**src/hw/rps_map.svh**
```systemverilog
`ifndef RPS_MAP_SVH
`define RPS_MAP_SVH

////////////////////////////////////////////////////////////////////////////
// Clock
`define RPS_CLK_HZ 10000000
`define RPS_CLK_PERIOD_NS 100
`define RPS_CYC_PER_MS (`RPS_CLK_HZ / 1000)
`define RPS_CYC_PER_US (`RPS_CLK_HZ / 1000000)

////////////////////////////////////////////////////////////////////////////
// Reset input qualification times
`define RPS_FAST_MIN_NS 200
`define RPS_FAST_REJECT_NS 50
`define RPS_FAST_CYC (`RPS_FAST_MIN_NS / `RPS_CLK_PERIOD_NS)
`define RPS_SLOW_MIN_MS 100
`define RPS_SLOW_REJECT_MS 20
`define RPS_SLOW_CYC (`RPS_SLOW_REJECT_MS * `RPS_CYC_PER_MS)

////////////////////////////////////////////////////////////////////////////
// Deselect hold times
`define RPS_TREC_MID_MS 96
`define RPS_TREC_DEF_MS 40
`define RPS_TREC_SHORT_US 50
`define RPS_TREC_MID_CYC (`RPS_TREC_MID_MS * `RPS_CYC_PER_MS)
`define RPS_TREC_DEF_CYC (`RPS_TREC_DEF_MS * `RPS_CYC_PER_MS)
`define RPS_TREC_SHORT_CYC (`RPS_TREC_SHORT_US * `RPS_CYC_PER_US)

////////////////////////////////////////////////////////////////////////////
// Battery test period
`define RPS_BAT_PERIOD_H 24
`define RPS_BAT_CNT_W 40
`define RPS_BAT_PERIOD_CYC (64'd`RPS_BAT_PERIOD_H * 64'd3600 * 64'd`RPS_CLK_HZ)

////////////////////////////////////////////////////////////////////////////
// Register offsets
`define RPS_ADDR_STOP 6'h01
`define RPS_ADDR_CENT 6'h03
`define RPS_ADDR_TREC 6'h04
`define RPS_ADDR_CTRL 6'h08
`define RPS_ADDR_WDOG 6'h09
`define RPS_ADDR_ALRM 6'h0A
`define RPS_ADDR_HALT 6'h0C
`define RPS_ADDR_FLAG 6'h0F

////////////////////////////////////////////////////////////////////////////
// Field positions
`define RPS_BIT_ST 7
`define RPS_BIT_CEB 7
`define RPS_BIT_CB 6
`define RPS_BIT_TR 7
`define RPS_BIT_OUT 7
`define RPS_BIT_FT 6
`define RPS_BIT_AFE 7
`define RPS_BIT_SQUARE_WAVE_ENABLE 6
`define RPS_BIT_ABE 5
`define RPS_BIT_HT 6
`define RPS_BIT_BL 4

////////////////////////////////////////////////////////////////////////////
// Values at first power application
`define RPS_INIT_ST 1'h1
`define RPS_INIT_OUT 1'h1
`define RPS_INIT_HT 1'h1
`define RPS_INIT_TR 1'h0
`define RPS_INIT_WDOG 8'h00

`endif

```
**src/hw/rps_pkg.sv**
```systemverilog
`include "rps_map.svh"

package rps_pkg;

  typedef enum logic [1:0] {
    PS_BACKUP,
    PS_RECOVER,
    PS_RUN
  } rps_pwr_state_t;

  typedef struct packed {
    logic sup_meta;
    logic sup_sync;
    logic sns_meta;
    logic sns_sync;
    logic bat_meta;
    logic bat_sync;
    rps_pwr_state_t pwr;
    logic [`RPS_BAT_CNT_W-1:0] bat_cnt;
    logic rst_n;
    logic power_fail_flag_pin;
    logic irq_oe;
    logic wr_rej;
    logic [7:0] rd_data;
    logic ceb;
    logic cb;
    logic tr;
    logic st;
    logic ht;
    logic out;
    logic ft;
    logic afe;
    logic abe;
    logic square_wave_enable;
    logic [7:0] wd;
    logic bl;
  } rps_top_state_t;

endpackage : rps_pkg

```
**src/hw/rps_hold_if.sv**
```systemverilog
interface rps_hold_if #(
  parameter int unsigned W = 20
);
  logic cause;
  logic [W-1:0] len;
  logic busy;

  modport timer(input cause, input len, output busy);
  modport user(output cause, output len, input busy);
endinterface : rps_hold_if

```
**src/hw/rps_glitch_filter.sv**
```systemverilog
module rps_glitch_filter #(
  parameter int unsigned CNT_W = 20,
  parameter int unsigned MIN_CYC = 2
) (
  // Clock and reset
  input wire logic core_clk_in,
  input wire logic reset_in,
  input wire logic ce_in,
  // Pin and qualified request
  input wire logic pin_n_in,
  output logic req_out
);

  typedef struct packed {
    logic meta;
    logic sync;
    logic [CNT_W-1:0] cnt;
    logic req;
  } rps_filt_state_t;

  rps_filt_state_t s_q;
  rps_filt_state_t s_d;

  ////////////////////////////////////////////////////////////////////////////
  // Low must persist MIN_CYC samples; shorter pulses never reach req
  always_comb begin
    s_d = s_q;
    s_d.meta = pin_n_in;
    s_d.sync = s_q.meta;
    if (s_q.sync) begin
      s_d.cnt = '0;
      s_d.req = 1'b0;
    end else if (s_q.cnt >= CNT_W'(MIN_CYC - 1)) begin
      s_d.req = 1'b1;
    end else begin
      s_d.cnt = s_q.cnt + 1'b1;
    end
  end

  always_ff @(posedge core_clk_in) begin
    if (reset_in) begin
      s_q <= '0;
      s_q.meta <= 1'b1;
      s_q.sync <= 1'b1;
    end else if (ce_in) begin
      s_q <= s_d;
    end
  end

  assign req_out = s_q.req;

endmodule : rps_glitch_filter

```
**src/hw/rps_hold_timer.sv**
```systemverilog
module rps_hold_timer #(
  parameter int unsigned W = 20
) (
  // Clock and reset
  input wire logic core_clk_in,
  input wire logic reset_in,
  input wire logic ce_in,
  // Hold request and status
  rps_hold_if.timer hold
);

  typedef struct packed {
    logic [W-1:0] cnt;
    logic busy;
  } rps_hold_state_t;

  rps_hold_state_t s_q;
  rps_hold_state_t s_d;

  ////////////////////////////////////////////////////////////////////////////
  // A new cause reloads, so the last request sets the end
  always_comb begin
    s_d = s_q;
    if (hold.cause) begin
      s_d.cnt = hold.len;
      s_d.busy = 1'b1;
    end else if (s_q.cnt != '0) begin
      s_d.cnt = s_q.cnt - 1'b1;
      s_d.busy = 1'b1;
    end else begin
      s_d.busy = 1'b0;
    end
  end

  always_ff @(posedge core_clk_in) begin
    if (reset_in) begin
      s_q <= '0;
      s_q.busy <= 1'b1;
    end else if (ce_in) begin
      s_q <= s_d;
    end
  end

  assign hold.busy = s_q.busy;

endmodule : rps_hold_timer

```
**src/hw/rps_supervisor.sv**
```systemverilog
// How it works
// Two reset inputs each give a full reset
// Fast input: 200ns guaranteed, under 50ns ignored
// Slow input: 100ms guaranteed, under 20ms ignored
// Reset held one hold time after input release
// Running: flag low while sense below threshold
// Back-up: comparator off, flag held low
// Recovery: flag forced high, then follows sense
// Century flag toggles at rollover when enabled
// Output mode: pin shows control output bit
// Shared interrupt pin only pulls low
// Battery tested at power-up and daily
// Failed test sets battery low flag
// Flag clears only on a passing test
// No battery tests during back-up
// Select bit chooses deselect hold time
// Hold time from select and oscillator stop
// Host writes refused during recovery hold
// First power: listed bits cleared or set
// Later power-up: keep some, reset others
// Supply loss pulls reset, held after return
// Reset combines all causes, latest ends
`include "rps_map.svh"

module rps_supervisor #(
  parameter int unsigned CNT_W = 20,
  parameter int unsigned SLOW_CYC = `RPS_SLOW_CYC,
  parameter int unsigned TREC_MID_CYC = `RPS_TREC_MID_CYC,
  parameter int unsigned TREC_DEF_CYC = `RPS_TREC_DEF_CYC,
  parameter logic [`RPS_BAT_CNT_W-1:0] BAT_PERIOD_CYC =
    `RPS_BAT_CNT_W'(`RPS_BAT_PERIOD_CYC)
) (
  // Clock, power-up reset, clock enable
  input wire logic core_clk_in,
  input wire logic reset_in,
  input wire logic ce_in,
  // Reset request pins, active low
  input wire logic reset_input_fast_n_in,
  input wire logic reset_input_slow_n_in,
  // Analog comparator results from pins
  input wire logic supply_ok_in,
  input wire logic power_fail_sense_in,
  input wire logic battery_ok_in,
  // Events from the timekeeping and interrupt logic
  input wire logic century_rollover_in,
  input wire logic irq_request_in,
  // Host write and read
  input wire logic wr_en_in,
  input wire logic [5:0] wr_addr_in,
  input wire logic [7:0] wr_data_in,
  input wire logic [5:0] rd_addr_in,
  output logic [7:0] rd_data_out,
  output logic wr_reject_out,
  // Reset and flag pins
  output logic reset_n_out,
  output logic power_fail_flag_pin_out,
  output logic irq_multi_pin_out,
  output logic irq_multi_pin_oe_out,
  // Control and status bits
  output logic deselected_out,
  output logic century_toggle_enable_out,
  output logic century_flag_out,
  output logic deselect_time_short_out,
  output logic osc_halt_flag_out,
  output logic halt_update_bit_out,
  output logic out_level_out,
  output logic freq_test_enable_out,
  output logic alarm_irq_enable_out,
  output logic backup_alarm_enable_out,
  output logic square_wave_enable_out,
  output logic [7:0] watchdog_out,
  output logic battery_low_flag_out
);

  ////////////////////////////////////////////////////////////////////////////
  // Hold length decode, shared by both hold timers
  function automatic logic [CNT_W-1:0] trec_len(input logic tr,
                                                input logic st);
    logic [CNT_W-1:0] len;
    if (tr) begin
      len = CNT_W'(`RPS_TREC_SHORT_CYC);
    end else if (st) begin
      len = CNT_W'(TREC_DEF_CYC);
    end else begin
      len = CNT_W'(TREC_MID_CYC);
    end
    return len;
  endfunction : trec_len

  // Register byte as the host sees it; unused bits read zero
  function automatic logic [7:0] reg_byte(input logic [5:0] addr,
                                          input rps_pkg::rps_top_state_t s);
    logic [7:0] b;
    b = 8'h00;
    case (addr)
      `RPS_ADDR_STOP: begin
        b[`RPS_BIT_ST] = s.st;
      end
      `RPS_ADDR_CENT: begin
        b[`RPS_BIT_CEB] = s.ceb;
        b[`RPS_BIT_CB] = s.cb;
      end
      `RPS_ADDR_TREC: begin
        b[`RPS_BIT_TR] = s.tr;
      end
      `RPS_ADDR_CTRL: begin
        b[`RPS_BIT_OUT] = s.out;
        b[`RPS_BIT_FT] = s.ft;
      end
      `RPS_ADDR_WDOG: begin
        b = s.wd;
      end
      `RPS_ADDR_ALRM: begin
        b[`RPS_BIT_AFE] = s.afe;
        b[`RPS_BIT_SQUARE_WAVE_ENABLE] = s.square_wave_enable;
        b[`RPS_BIT_ABE] = s.abe;
      end
      `RPS_ADDR_HALT: begin
        b[`RPS_BIT_HT] = s.ht;
      end
      `RPS_ADDR_FLAG: begin
        b[`RPS_BIT_BL] = s.bl;
      end
      default: begin
        b = 8'h00;
      end
    endcase
    return b;
  endfunction : reg_byte

  ////////////////////////////////////////////////////////////////////////////
  // Reset request qualification
  logic fast_req;
  logic slow_req;

  rps_glitch_filter #(
    .CNT_W(CNT_W),
    .MIN_CYC(`RPS_FAST_CYC)
  ) u_fast_filter (
    .core_clk_in(core_clk_in),
    .reset_in(reset_in),
    .ce_in(ce_in),
    .pin_n_in(reset_input_fast_n_in),
    .req_out(fast_req)
  );

  // Threshold at the reject time so every 100ms hold is caught
  rps_glitch_filter #(
    .CNT_W(CNT_W),
    .MIN_CYC(SLOW_CYC)
  ) u_slow_filter (
    .core_clk_in(core_clk_in),
    .reset_in(reset_in),
    .ce_in(ce_in),
    .pin_n_in(reset_input_slow_n_in),
    .req_out(slow_req)
  );

  ////////////////////////////////////////////////////////////////////////////
  // Hold timers: one for power recovery, one for reset requests
  rps_pkg::rps_top_state_t s_q;
  rps_pkg::rps_top_state_t s_d;
  logic bat_test;
  logic out_mode;

  rps_hold_if #(.W(CNT_W)) pw_if ();
  rps_hold_if #(.W(CNT_W)) rs_if ();

  assign pw_if.cause = (s_q.pwr == rps_pkg::PS_BACKUP);
  assign pw_if.len = trec_len(s_q.tr, s_q.st);
  assign rs_if.cause = fast_req | slow_req;
  assign rs_if.len = trec_len(s_q.tr, s_q.st);

  rps_hold_timer #(
    .W(CNT_W)
  ) u_pwr_hold (
    .core_clk_in(core_clk_in),
    .reset_in(reset_in),
    .ce_in(ce_in),
    .hold(pw_if)
  );

  rps_hold_timer #(
    .W(CNT_W)
  ) u_rst_hold (
    .core_clk_in(core_clk_in),
    .reset_in(reset_in),
    .ce_in(ce_in),
    .hold(rs_if)
  );

  ////////////////////////////////////////////////////////////////////////////
  // Next state
  always_comb begin
    s_d = s_q;
    bat_test = 1'b0;
    s_d.sup_meta = supply_ok_in;
    s_d.sup_sync = s_q.sup_meta;
    s_d.sns_meta = power_fail_sense_in;
    s_d.sns_sync = s_q.sns_meta;
    s_d.bat_meta = battery_ok_in;
    s_d.bat_sync = s_q.bat_meta;
    s_d.wr_rej = 1'b0;

    // Power sequencing
    case (s_q.pwr)
      rps_pkg::PS_BACKUP: begin
        if (s_q.sup_sync) begin
          s_d.pwr = rps_pkg::PS_RECOVER;
          s_d.ht = 1'b1;
          s_d.ft = 1'b0;
          s_d.afe = 1'b0;
          s_d.abe = 1'b0;
          s_d.square_wave_enable = 1'b0;
          s_d.wd = 8'h00;
          s_d.bat_cnt = '0;
          bat_test = 1'b1;
        end
      end
      rps_pkg::PS_RECOVER: begin
        if (!s_q.sup_sync) begin
          s_d.pwr = rps_pkg::PS_BACKUP;
        end else if (!pw_if.busy) begin
          s_d.pwr = rps_pkg::PS_RUN;
        end
      end
      rps_pkg::PS_RUN: begin
        if (!s_q.sup_sync) begin
          s_d.pwr = rps_pkg::PS_BACKUP;
        end
      end
      default: begin
        s_d.pwr = rps_pkg::PS_BACKUP;
      end
    endcase

    // Periodic battery check runs on main supply only
    if (s_q.pwr != rps_pkg::PS_BACKUP) begin
      if (s_q.bat_cnt >= BAT_PERIOD_CYC - 1'b1) begin
        s_d.bat_cnt = '0;
        bat_test = 1'b1;
      end else begin
        s_d.bat_cnt = s_q.bat_cnt + 1'b1;
      end
    end
    // Flag follows the latest test only, set or clear
    if (bat_test) begin
      s_d.bl = ~s_q.bat_sync;
    end

    // Host writes; refused until the recovery hold is over
    if (wr_en_in) begin
      if (s_q.pwr != rps_pkg::PS_RUN) begin
        s_d.wr_rej = 1'b1;
      end else begin
        case (wr_addr_in)
          `RPS_ADDR_STOP: begin
            s_d.st = wr_data_in[`RPS_BIT_ST];
          end
          `RPS_ADDR_CENT: begin
            s_d.ceb = wr_data_in[`RPS_BIT_CEB];
            s_d.cb = wr_data_in[`RPS_BIT_CB];
          end
          `RPS_ADDR_TREC: begin
            s_d.tr = wr_data_in[`RPS_BIT_TR];
          end
          `RPS_ADDR_CTRL: begin
            s_d.out = wr_data_in[`RPS_BIT_OUT];
            s_d.ft = wr_data_in[`RPS_BIT_FT];
          end
          `RPS_ADDR_WDOG: begin
            s_d.wd = wr_data_in;
          end
          `RPS_ADDR_ALRM: begin
            s_d.afe = wr_data_in[`RPS_BIT_AFE];
            s_d.square_wave_enable = wr_data_in[`RPS_BIT_SQUARE_WAVE_ENABLE];
            s_d.abe = wr_data_in[`RPS_BIT_ABE];
          end
          `RPS_ADDR_HALT: begin
            s_d.ht = wr_data_in[`RPS_BIT_HT];
          end
          default: begin
            s_d.wr_rej = 1'b0;
          end
        endcase
      end
    end

    // Rollover applied after a same-cycle write, so it is never lost
    if (century_rollover_in && s_d.ceb) begin
      s_d.cb = ~s_d.cb;
    end

    // Reset output: any cause holds it, the latest release ends it
    s_d.rst_n = (s_d.pwr == rps_pkg::PS_RUN) && !rs_if.cause &&
                !rs_if.busy;

    // Power-fail flag pin
    case (s_d.pwr)
      rps_pkg::PS_BACKUP: begin
        s_d.power_fail_flag_pin = 1'b0;
      end
      rps_pkg::PS_RECOVER: begin
        s_d.power_fail_flag_pin = 1'b1;
      end
      rps_pkg::PS_RUN: begin
        s_d.power_fail_flag_pin = s_q.sns_sync;
      end
      default: begin
        s_d.power_fail_flag_pin = 1'b0;
      end
    endcase

    // Shared interrupt pin: output mode when the others are idle
    out_mode = !s_d.ft && !s_d.afe && (s_d.wd == 8'h00);
    if (out_mode) begin
      s_d.irq_oe = !s_d.out;
    end else begin
      s_d.irq_oe = irq_request_in;
    end

    s_d.rd_data = reg_byte(rd_addr_in, s_q);
  end

  ////////////////////////////////////////////////////////////////////////////
  // State register; reset stands for the first power application
  always_ff @(posedge core_clk_in) begin
    if (reset_in) begin
      s_q <= '0;
      s_q.pwr <= rps_pkg::PS_BACKUP;
      s_q.st <= `RPS_INIT_ST;
      s_q.out <= `RPS_INIT_OUT;
      s_q.ht <= `RPS_INIT_HT;
      s_q.tr <= `RPS_INIT_TR;
      s_q.wd <= `RPS_INIT_WDOG;
    end else if (ce_in) begin
      s_q <= s_d;
    end
  end

  ////////////////////////////////////////////////////////////////////////////
  // Outputs
  assign reset_n_out = s_q.rst_n;
  assign power_fail_flag_pin_out = s_q.power_fail_flag_pin;
  // Pin is never driven high; the pull-up makes the high level
  assign irq_multi_pin_out = 1'b0;
  assign irq_multi_pin_oe_out = s_q.irq_oe;
  assign wr_reject_out = s_q.wr_rej;
  assign rd_data_out = s_q.rd_data;
  assign deselected_out = (s_q.pwr != rps_pkg::PS_RUN);
  assign century_toggle_enable_out = s_q.ceb;
  assign century_flag_out = s_q.cb;
  assign deselect_time_short_out = s_q.tr;
  assign osc_halt_flag_out = s_q.st;
  assign halt_update_bit_out = s_q.ht;
  assign out_level_out = s_q.out;
  assign freq_test_enable_out = s_q.ft;
  assign alarm_irq_enable_out = s_q.afe;
  assign backup_alarm_enable_out = s_q.abe;
  assign square_wave_enable_out = s_q.square_wave_enable;
  assign watchdog_out = s_q.wd;
  assign battery_low_flag_out = s_q.bl;

endmodule : rps_supervisor

```
**config.mk**
```make
export PLATFORM = sky130hd
export DESIGN_NAME = rps_supervisor
export DESIGN_NICKNAME = d
export VERILOG_FILES = /design/src/hw/rps_pkg.sv /design/src/hw/rps_hold_if.sv /design/src/hw/rps_glitch_filter.sv /design/src/hw/rps_hold_timer.sv /design/src/hw/rps_supervisor.sv
export VERILOG_INCLUDE_DIRS = /design/src /design/src/hw
export SDC_FILE = /design/constraint.sdc
export NUM_CORES = 1
export LEC_CHECK = 0
export ABC_AREA = 1
export BUFFER_PORTS_ARGS = -buffer_cell sky130_fd_sc_hd__buf_2
export CORE_UTILIZATION = 55
export CTS_CLUSTER_DIAMETER = 80
export DETAILED_ROUTE_END_ITERATION = 8
export GPL_ROUTABILITY_DRIVEN = 0
export PLACE_DENSITY = 0.78
export SLEW_MARGIN = 20
export SYNTH_ARGS = -nofsm -noshare
export SYNTH_HDL_FRONTEND = slang
export SYNTH_SLANG_ARGS = --single-unit
```
**constraint.sdc**
```tcl
create_clock -name core_clk_in -period 2.7 [get_ports core_clk_in]
set_input_delay 0.54 -clock core_clk_in [delete_from_list [all_inputs] [get_ports core_clk_in]]
set_output_delay 0.54 -clock core_clk_in [all_outputs]
set_load 0.1 [all_outputs]
```
# Word-level counts from Yosys, hierarchy flattened

Cells that the tools add are included.

Bits in registers: 167
Bits of input ports: 31
Output and inout port bits: 33
Logic and storage cells: 151

Add/subtract/negate cells: 5
Order comparisons: 3
Equality and inequality tests: 22
Muxes and demuxes: 49
Bitwise logic cells: 4
Reductions and logical operators: 31

Operators by type and width:

| operator                                                             | count |
|---|---|
| two-way mux 20 bit                                                   | 6 |
| two-way mux 40 bit                                                   | 3 |
| two-way mux 21 bit                                                   | 4 |
| == test 6 x 4 -> 1 bit (second input constant)                       | 9 |
| two-way mux 42 bit                                                   | 1 |
| adder 20 x 1 -> 20 bit (second input constant)                       | 2 |
| adder 40 x 1 -> 40 bit (second input constant)                       | 1 |
| greater-or-equal comparator 40 bit (second input constant)           | 1 |
| nonzero test 20 bit                                                  | 2 |
| subtractor 20 x 1 -> 20 bit (second input constant)                  | 2 |
| two-way mux 18 bit                                                   | 2 |
| two-way mux 12 bit                                                   | 2 |
| greater-or-equal comparator 20 x 1 -> 1 bit (second input constant)  | 1 |
| greater-or-equal comparator 20 x 18 -> 1 bit (second input constant) | 1 |
| two-way mux 1 bit                                                    | 17 |
| AND reduction 2 bit                                                  | 7 |
| nonzero test 2 bit                                                   | 7 |
| == test 6 x 1 -> 1 bit (second input constant)                       | 2 |
| == test 6 x 2 -> 1 bit (second input constant)                       | 2 |
| == test 6 x 3 -> 1 bit (second input constant)                       | 2 |
| two-way mux 2 bit                                                    | 5 |
| zero test 8 bit                                                      | 1 |
| two-way mux 8 bit                                                    | 1 |
| AND reduction 4 bit                                                  | 2 |
| 16 further kinds                                                     | 31 |

# Logic depth before layout (Yosys ltp)

Word-level depth: 9
Mapped depth: 15
Gate-level depth less buffers: 15

# Hierarchy

Synthesis repeated with hierarchy kept, for this count alone.

Cells, all modules: 1562
Area total of the unflattened synthesis: 10163.5 um^2

Modules (own cells, without submodules):

| module                             | instances | cells each | area an instance (um^2) |
|---|---|---|---|
| rps_supervisor                     | 1         | 677        | 4655.7 |
| rps_hold_timer                     | 2         | 262        | 1534.0 |
| rps_glitch_filter at u_slow_filter | 1         | 247        | 1478.9 |
| rps_glitch_filter at u_fast_filter | 1         | 114        | 960.9 |

# Worst setup path after synthesis

Ideal clock, no wire load.

Path type: register -> register
Start point: register s_q[71] (netlist name)
End point: register s_q (netlist bit power_fail_flag_pin_out)
Setup time: 0.128 ns
Arrival time: 1.930 ns
Setup slack: 0.643 ns
Cell stages (with the launch flop): 10
Path through: dfxtp_1 inv_1 nand2_1 a21oi_1 inv_1 ha_1 a21oi_1 nor3_1 a21oi_1 nor2_1

RTL lines:

| item            | RTL line              | source |
|---|---|---|
| start, declared | rps_supervisor.sv:161 | `rps_pkg::rps_top_state_t s_q;` |

# Worst setup path in the final report

Start point: register s_q[31] (netlist name)
End point: register s_q[57] (netlist name)

Cells in the longest elaborated chain, start to end: 3

Ends and longest elaborated chain:

| item                                                                                | RTL line                                     | source |
|---|---|---|
| adder 40 x 1 -> 40 bit / greater-or-equal comparator 40 bit (equally long branches) | rps_supervisor.sv:243, rps_supervisor.sv:239 |  |
| two-way mux 40 bit (*)                                                              | rps_supervisor.sv:239                        | `if (s_q.bat_cnt >= BAT_PERIOD_CYC - 1'b1) begin` |
| two-way mux 40 bit (*)                                                              | rps_supervisor.sv:238                        | `if (s_q.pwr != rps_pkg::PS_BACKUP) begin` |

Every way passes the cells marked *; elsewhere a longest branch is shown, timed or not.
A chain may end at the register's enable or synchronous reset.

==> out/metrics.yaml <==
numPortBuffers: 62
cts_tree: "yes"
path_cells: "ha_1 > nand2_1 > nor2_4 > nand2_2 > nor2_4 > nand2_1 > nor2_1 > nand2_1 > nand2_2 > nand2_4 > nand2_4 > nand2_4 > nand2_4 > nor2_1"
layout-drive-gt1-share_pct: 9.608
worst_path_dominant_cell_family: "simple AND/OR/NAND/NOR gates"
crit_path_max_fanout: 19
number_of_cells_produced_by_synthesis: 1428
yosys_warnings: 0
layout_worst_path_cycle_share_pct: 84.27
status: "completed"
final_design_area_no_fill_sq_mm: 0.01028
drt_first_pass_iters: 5
groute.layer.met2.usage_pct: 46.71
start_util_pct: 56.18
max_clock_freq_mhz: 439.5
die_w_microns: 131.9
adder_cell_area_share_of_the_yosys_netlist_pct: 1.482
top_level_ports: 64
slew_limit_fails: 0
endpoint_kind: "register"
yosys_register_bits: 167
area_used_by_multi_input_combinational_logic_sq_mm: 0.004891
placedInstanceArea_sq_mm: 0.009692
synthDominantCellAreaShare_pct: 36.01
grt_first_pass_wirelength_microns: 40110
final_antenna_net_count: 0
fin_skew_ps: 6.339
hpwl_microns: 16980
hold_end: "s_d[77]$_SDFFE_PP0P_"
seq_area_sq_mm: 0.003343
grt.total_usage_pct: 28.12
number_of_antenna_violations_at_the_first_check_in_global_routing: 0
totalNegativeSetupSlack_ps: 0
viasPerCell: 5.537
cts_htree_levels: 4
fillCellCount: 1580
cp.arrival_ps: 2590
grt_util_met3_pct: 4.806
route.vias.total: 9402
fin_crit_ps: 2275
synth.distinct_cells: 44
hold_buffers: 0
hold_violations: 0
grt_util_met1_pct: 37.03
worst_setup_path_start_kind: "register"
synth.mux.area_fraction_pct: 0
max_stage_delay_ps: 380
critical_path_class: "register to register"
max-clock-path-buffers: 2
synth_area_leaders: "dfxtp_1 36%, nand2_1 11%, nor2_1 8.3%"
grt-ovfl-total: 0
synth-simple-area-share_pct: 35.53
least_margin_pin_slew_ps: 636.1
cts.sinks: 167
synth.net_count: 1470
worstHoldStart: "supply_ok_in"
finalSetupViolations: 0
post_synth_instance_area_sq_mm: 0.009284
grt_start_max_net_pins: 78
setup.reg_to_reg.worst_slack_ps: 420
post-synth-top-area-cell: "dfxtp_1"
p_leak_uw: 0.004348
pwr_density_cell_mw_per_mm2: 642.8
worstReg2RegEnd: "s_q[57]$_SDFFE_PP0P_"
finalWirelength_microns: 24250
finish.net_count: 1508
synth_compound_area_share_pct: 13.37
max_cap_viol_count: 0
cp_slowest_cell: "dfxtp_1"
beginning_of_the_critical_path: "s_q[31]$_SDFFE_PP0P_"
sequential_share_of_the_synthesized_area_pct: 36.01
timing.hold.worst_path_depth: 3
worst_r2r_startpoint: "s_q[31]$_SDFFE_PP0P_"
numCtsBuffers: 17
clk-insertion-delay-late_ps: 430
synth_enable_flop_cells: 0
main_combinational_cell_family_by_area_after_synthesis: "simple AND/OR/NAND/NOR gates"
die_area_sq_mm: 0.01740
diodes: 0
min_path_type: "input pin to register"
routedWlPerCell_microns: 14.28
critical-path-top-cell-by-count: "nand2_4"
synthXorXnorAreaFrac_pct: 2.264
slew_headroom_pct: 57.27
drc_violation_count_after_routing: 0
cts_repair_resize_count: 0
crit_path_buf_inv_count: 0
floorplan.core_area_sq_mm: 0.01652
max-vdd-ir-drop_v: 0.0005229
grt_most_used_layer: "met2"
post_synth.cell_area_avg_sq_um: 6.501
syn2layout_area_growth_pct: 10.69
synth_top_flop_cell: "dfxtp_1"
clock_tree.root_cell: "clkbuf_16"
synthArstFlopShare_pct: 0
post_cts.repair.setup_buffers: 0
cp_data_required_time_ps: 3010
fp.dieH_microns: 131.9
first_global_vias: 8498
rows: 47
clkTransAtPathRegs_ps: 70
rr_worst_depth: 14
number_of_drc_markers_after_the_initial_detailed_route_iteration: 779
rsz0062_at_grt: "no"
## sequential cells by signal (all words and copies together), names as in the netlist, 3 cells and up
| signal | flops |
|---|---|
| u_pwr_hold.s_q | 20 |
| watchdog_out | 8 |
| u_slow_filter.s_q | 21 |
| s_d | 3 |
| s_q | 45 |
| u_fast_filter.s_q | 21 |
| u_rst_hold.s_q | 20 |
| rd_data_out | 8 |
## stage by stage
step	total power, uW	worst slack, ps	std cells	hold WS, ps	util [%]
finish	6605	424.6	1698	328.7	62.19
global placement	4136	500.2	1667	430.1	58.65
CTS	6619	452.5	1698	325.5	62.19
global route	6904	228.9	1698	333.3	62.19
detailed placement	4163	464.8	1667	430.2	58.65
floorplan	3871	642.5	1428	418.0	-
## layer usage
layer	wire (microns)	share of wire [%]	up-vias
li1	-	-	4733
met2	11410	47	311
met4	414	1.7	0
met3	1415	5.8	36
met5	0	0	-
met1	11010	45	4322
## kinds of logic after synthesis
family | after synthesis
other cells | 1
fa+ha+maj | 11
compound gates | 230
xor+xnor | 24
flops | 167
simple gates | 737
buf+inv | 258
## worst min-delay path, stage by stage
cell and delay [ps]:
buf_2 70, nor2_1 30, nor2_1 80
## cell type report
class,instances,share of cell area [%]
Timing Repair Buffer,76,4.164
Inverter,201,7.342
Clock buffer,19,4.310
Tap cell,220,2.679
Sequential cell,167,32.53
Multi-Input combinational cell,1003,47.60
Clock inverter,12,1.376
## synth_stat cells, types with 6 or more instances
cell type,number
xnor2_1,7
o22ai_1,13
buf_1,6
nor2_2,6
inv_1,196
nor3b_1,11
nor2_1,206
nand3_1,115
nand2_1,261
nand4_1,49
o21ai_0,88
xor2_1,17
ha_1,11
nor3_1,61
buf_4,17
o21bai_1,7
a21oi_1,102
dfxtp_1,167
clkbuf_1,28
## power by group
part           internal (uW)  switching [uW]
Clock                   1400            1060
Sequential              2610             128
Combinational            422             984
Total                   4440            2170
## how the worst max path moves through the flow
stage / endpoint / cells past startpoint / slack (ps)
2_1_floorplan: power_fail_flag_pin_out$_SDFFE_PP0P_ / 9 / 640
3_3_place_gp: s_q[36]$_SDFFE_PP0P_ / 14 / 500
6_report: s_q[57]$_SDFFE_PP0P_ / 14 / 420
5_1_grt: s_q[57]$_SDFFE_PP0P_ / 14 / 230
4_1_cts: s_q[57]$_SDFFE_PP0P_ / 14 / 450
3_5_place_dp: irq_multi_pin_oe_out$_SDFFE_PP0P_ / 13 / 460
## layout by cell type, fill, tap and decap left out, types with 5 or more instances in the layout
cell type  count
inv_2          6
o21bai_1       7
nor2_2         6
clkbuf_16     17
dfxtp_1      167
inv_1        195
xnor2_1        7
xor2_1        17
nand2_2        5
nor3_1        61
nand3_1      115
ha_1          11
a21oi_1      102
buf_4         13
nand2_1      261
buf_2         62
nor3b_1       11
o21ai_0       88
nor2_1       206
a31oi_1        5
nand4_1       49
o22ai_1       13
No activity file was read; power rests on OpenSTA's default activity.
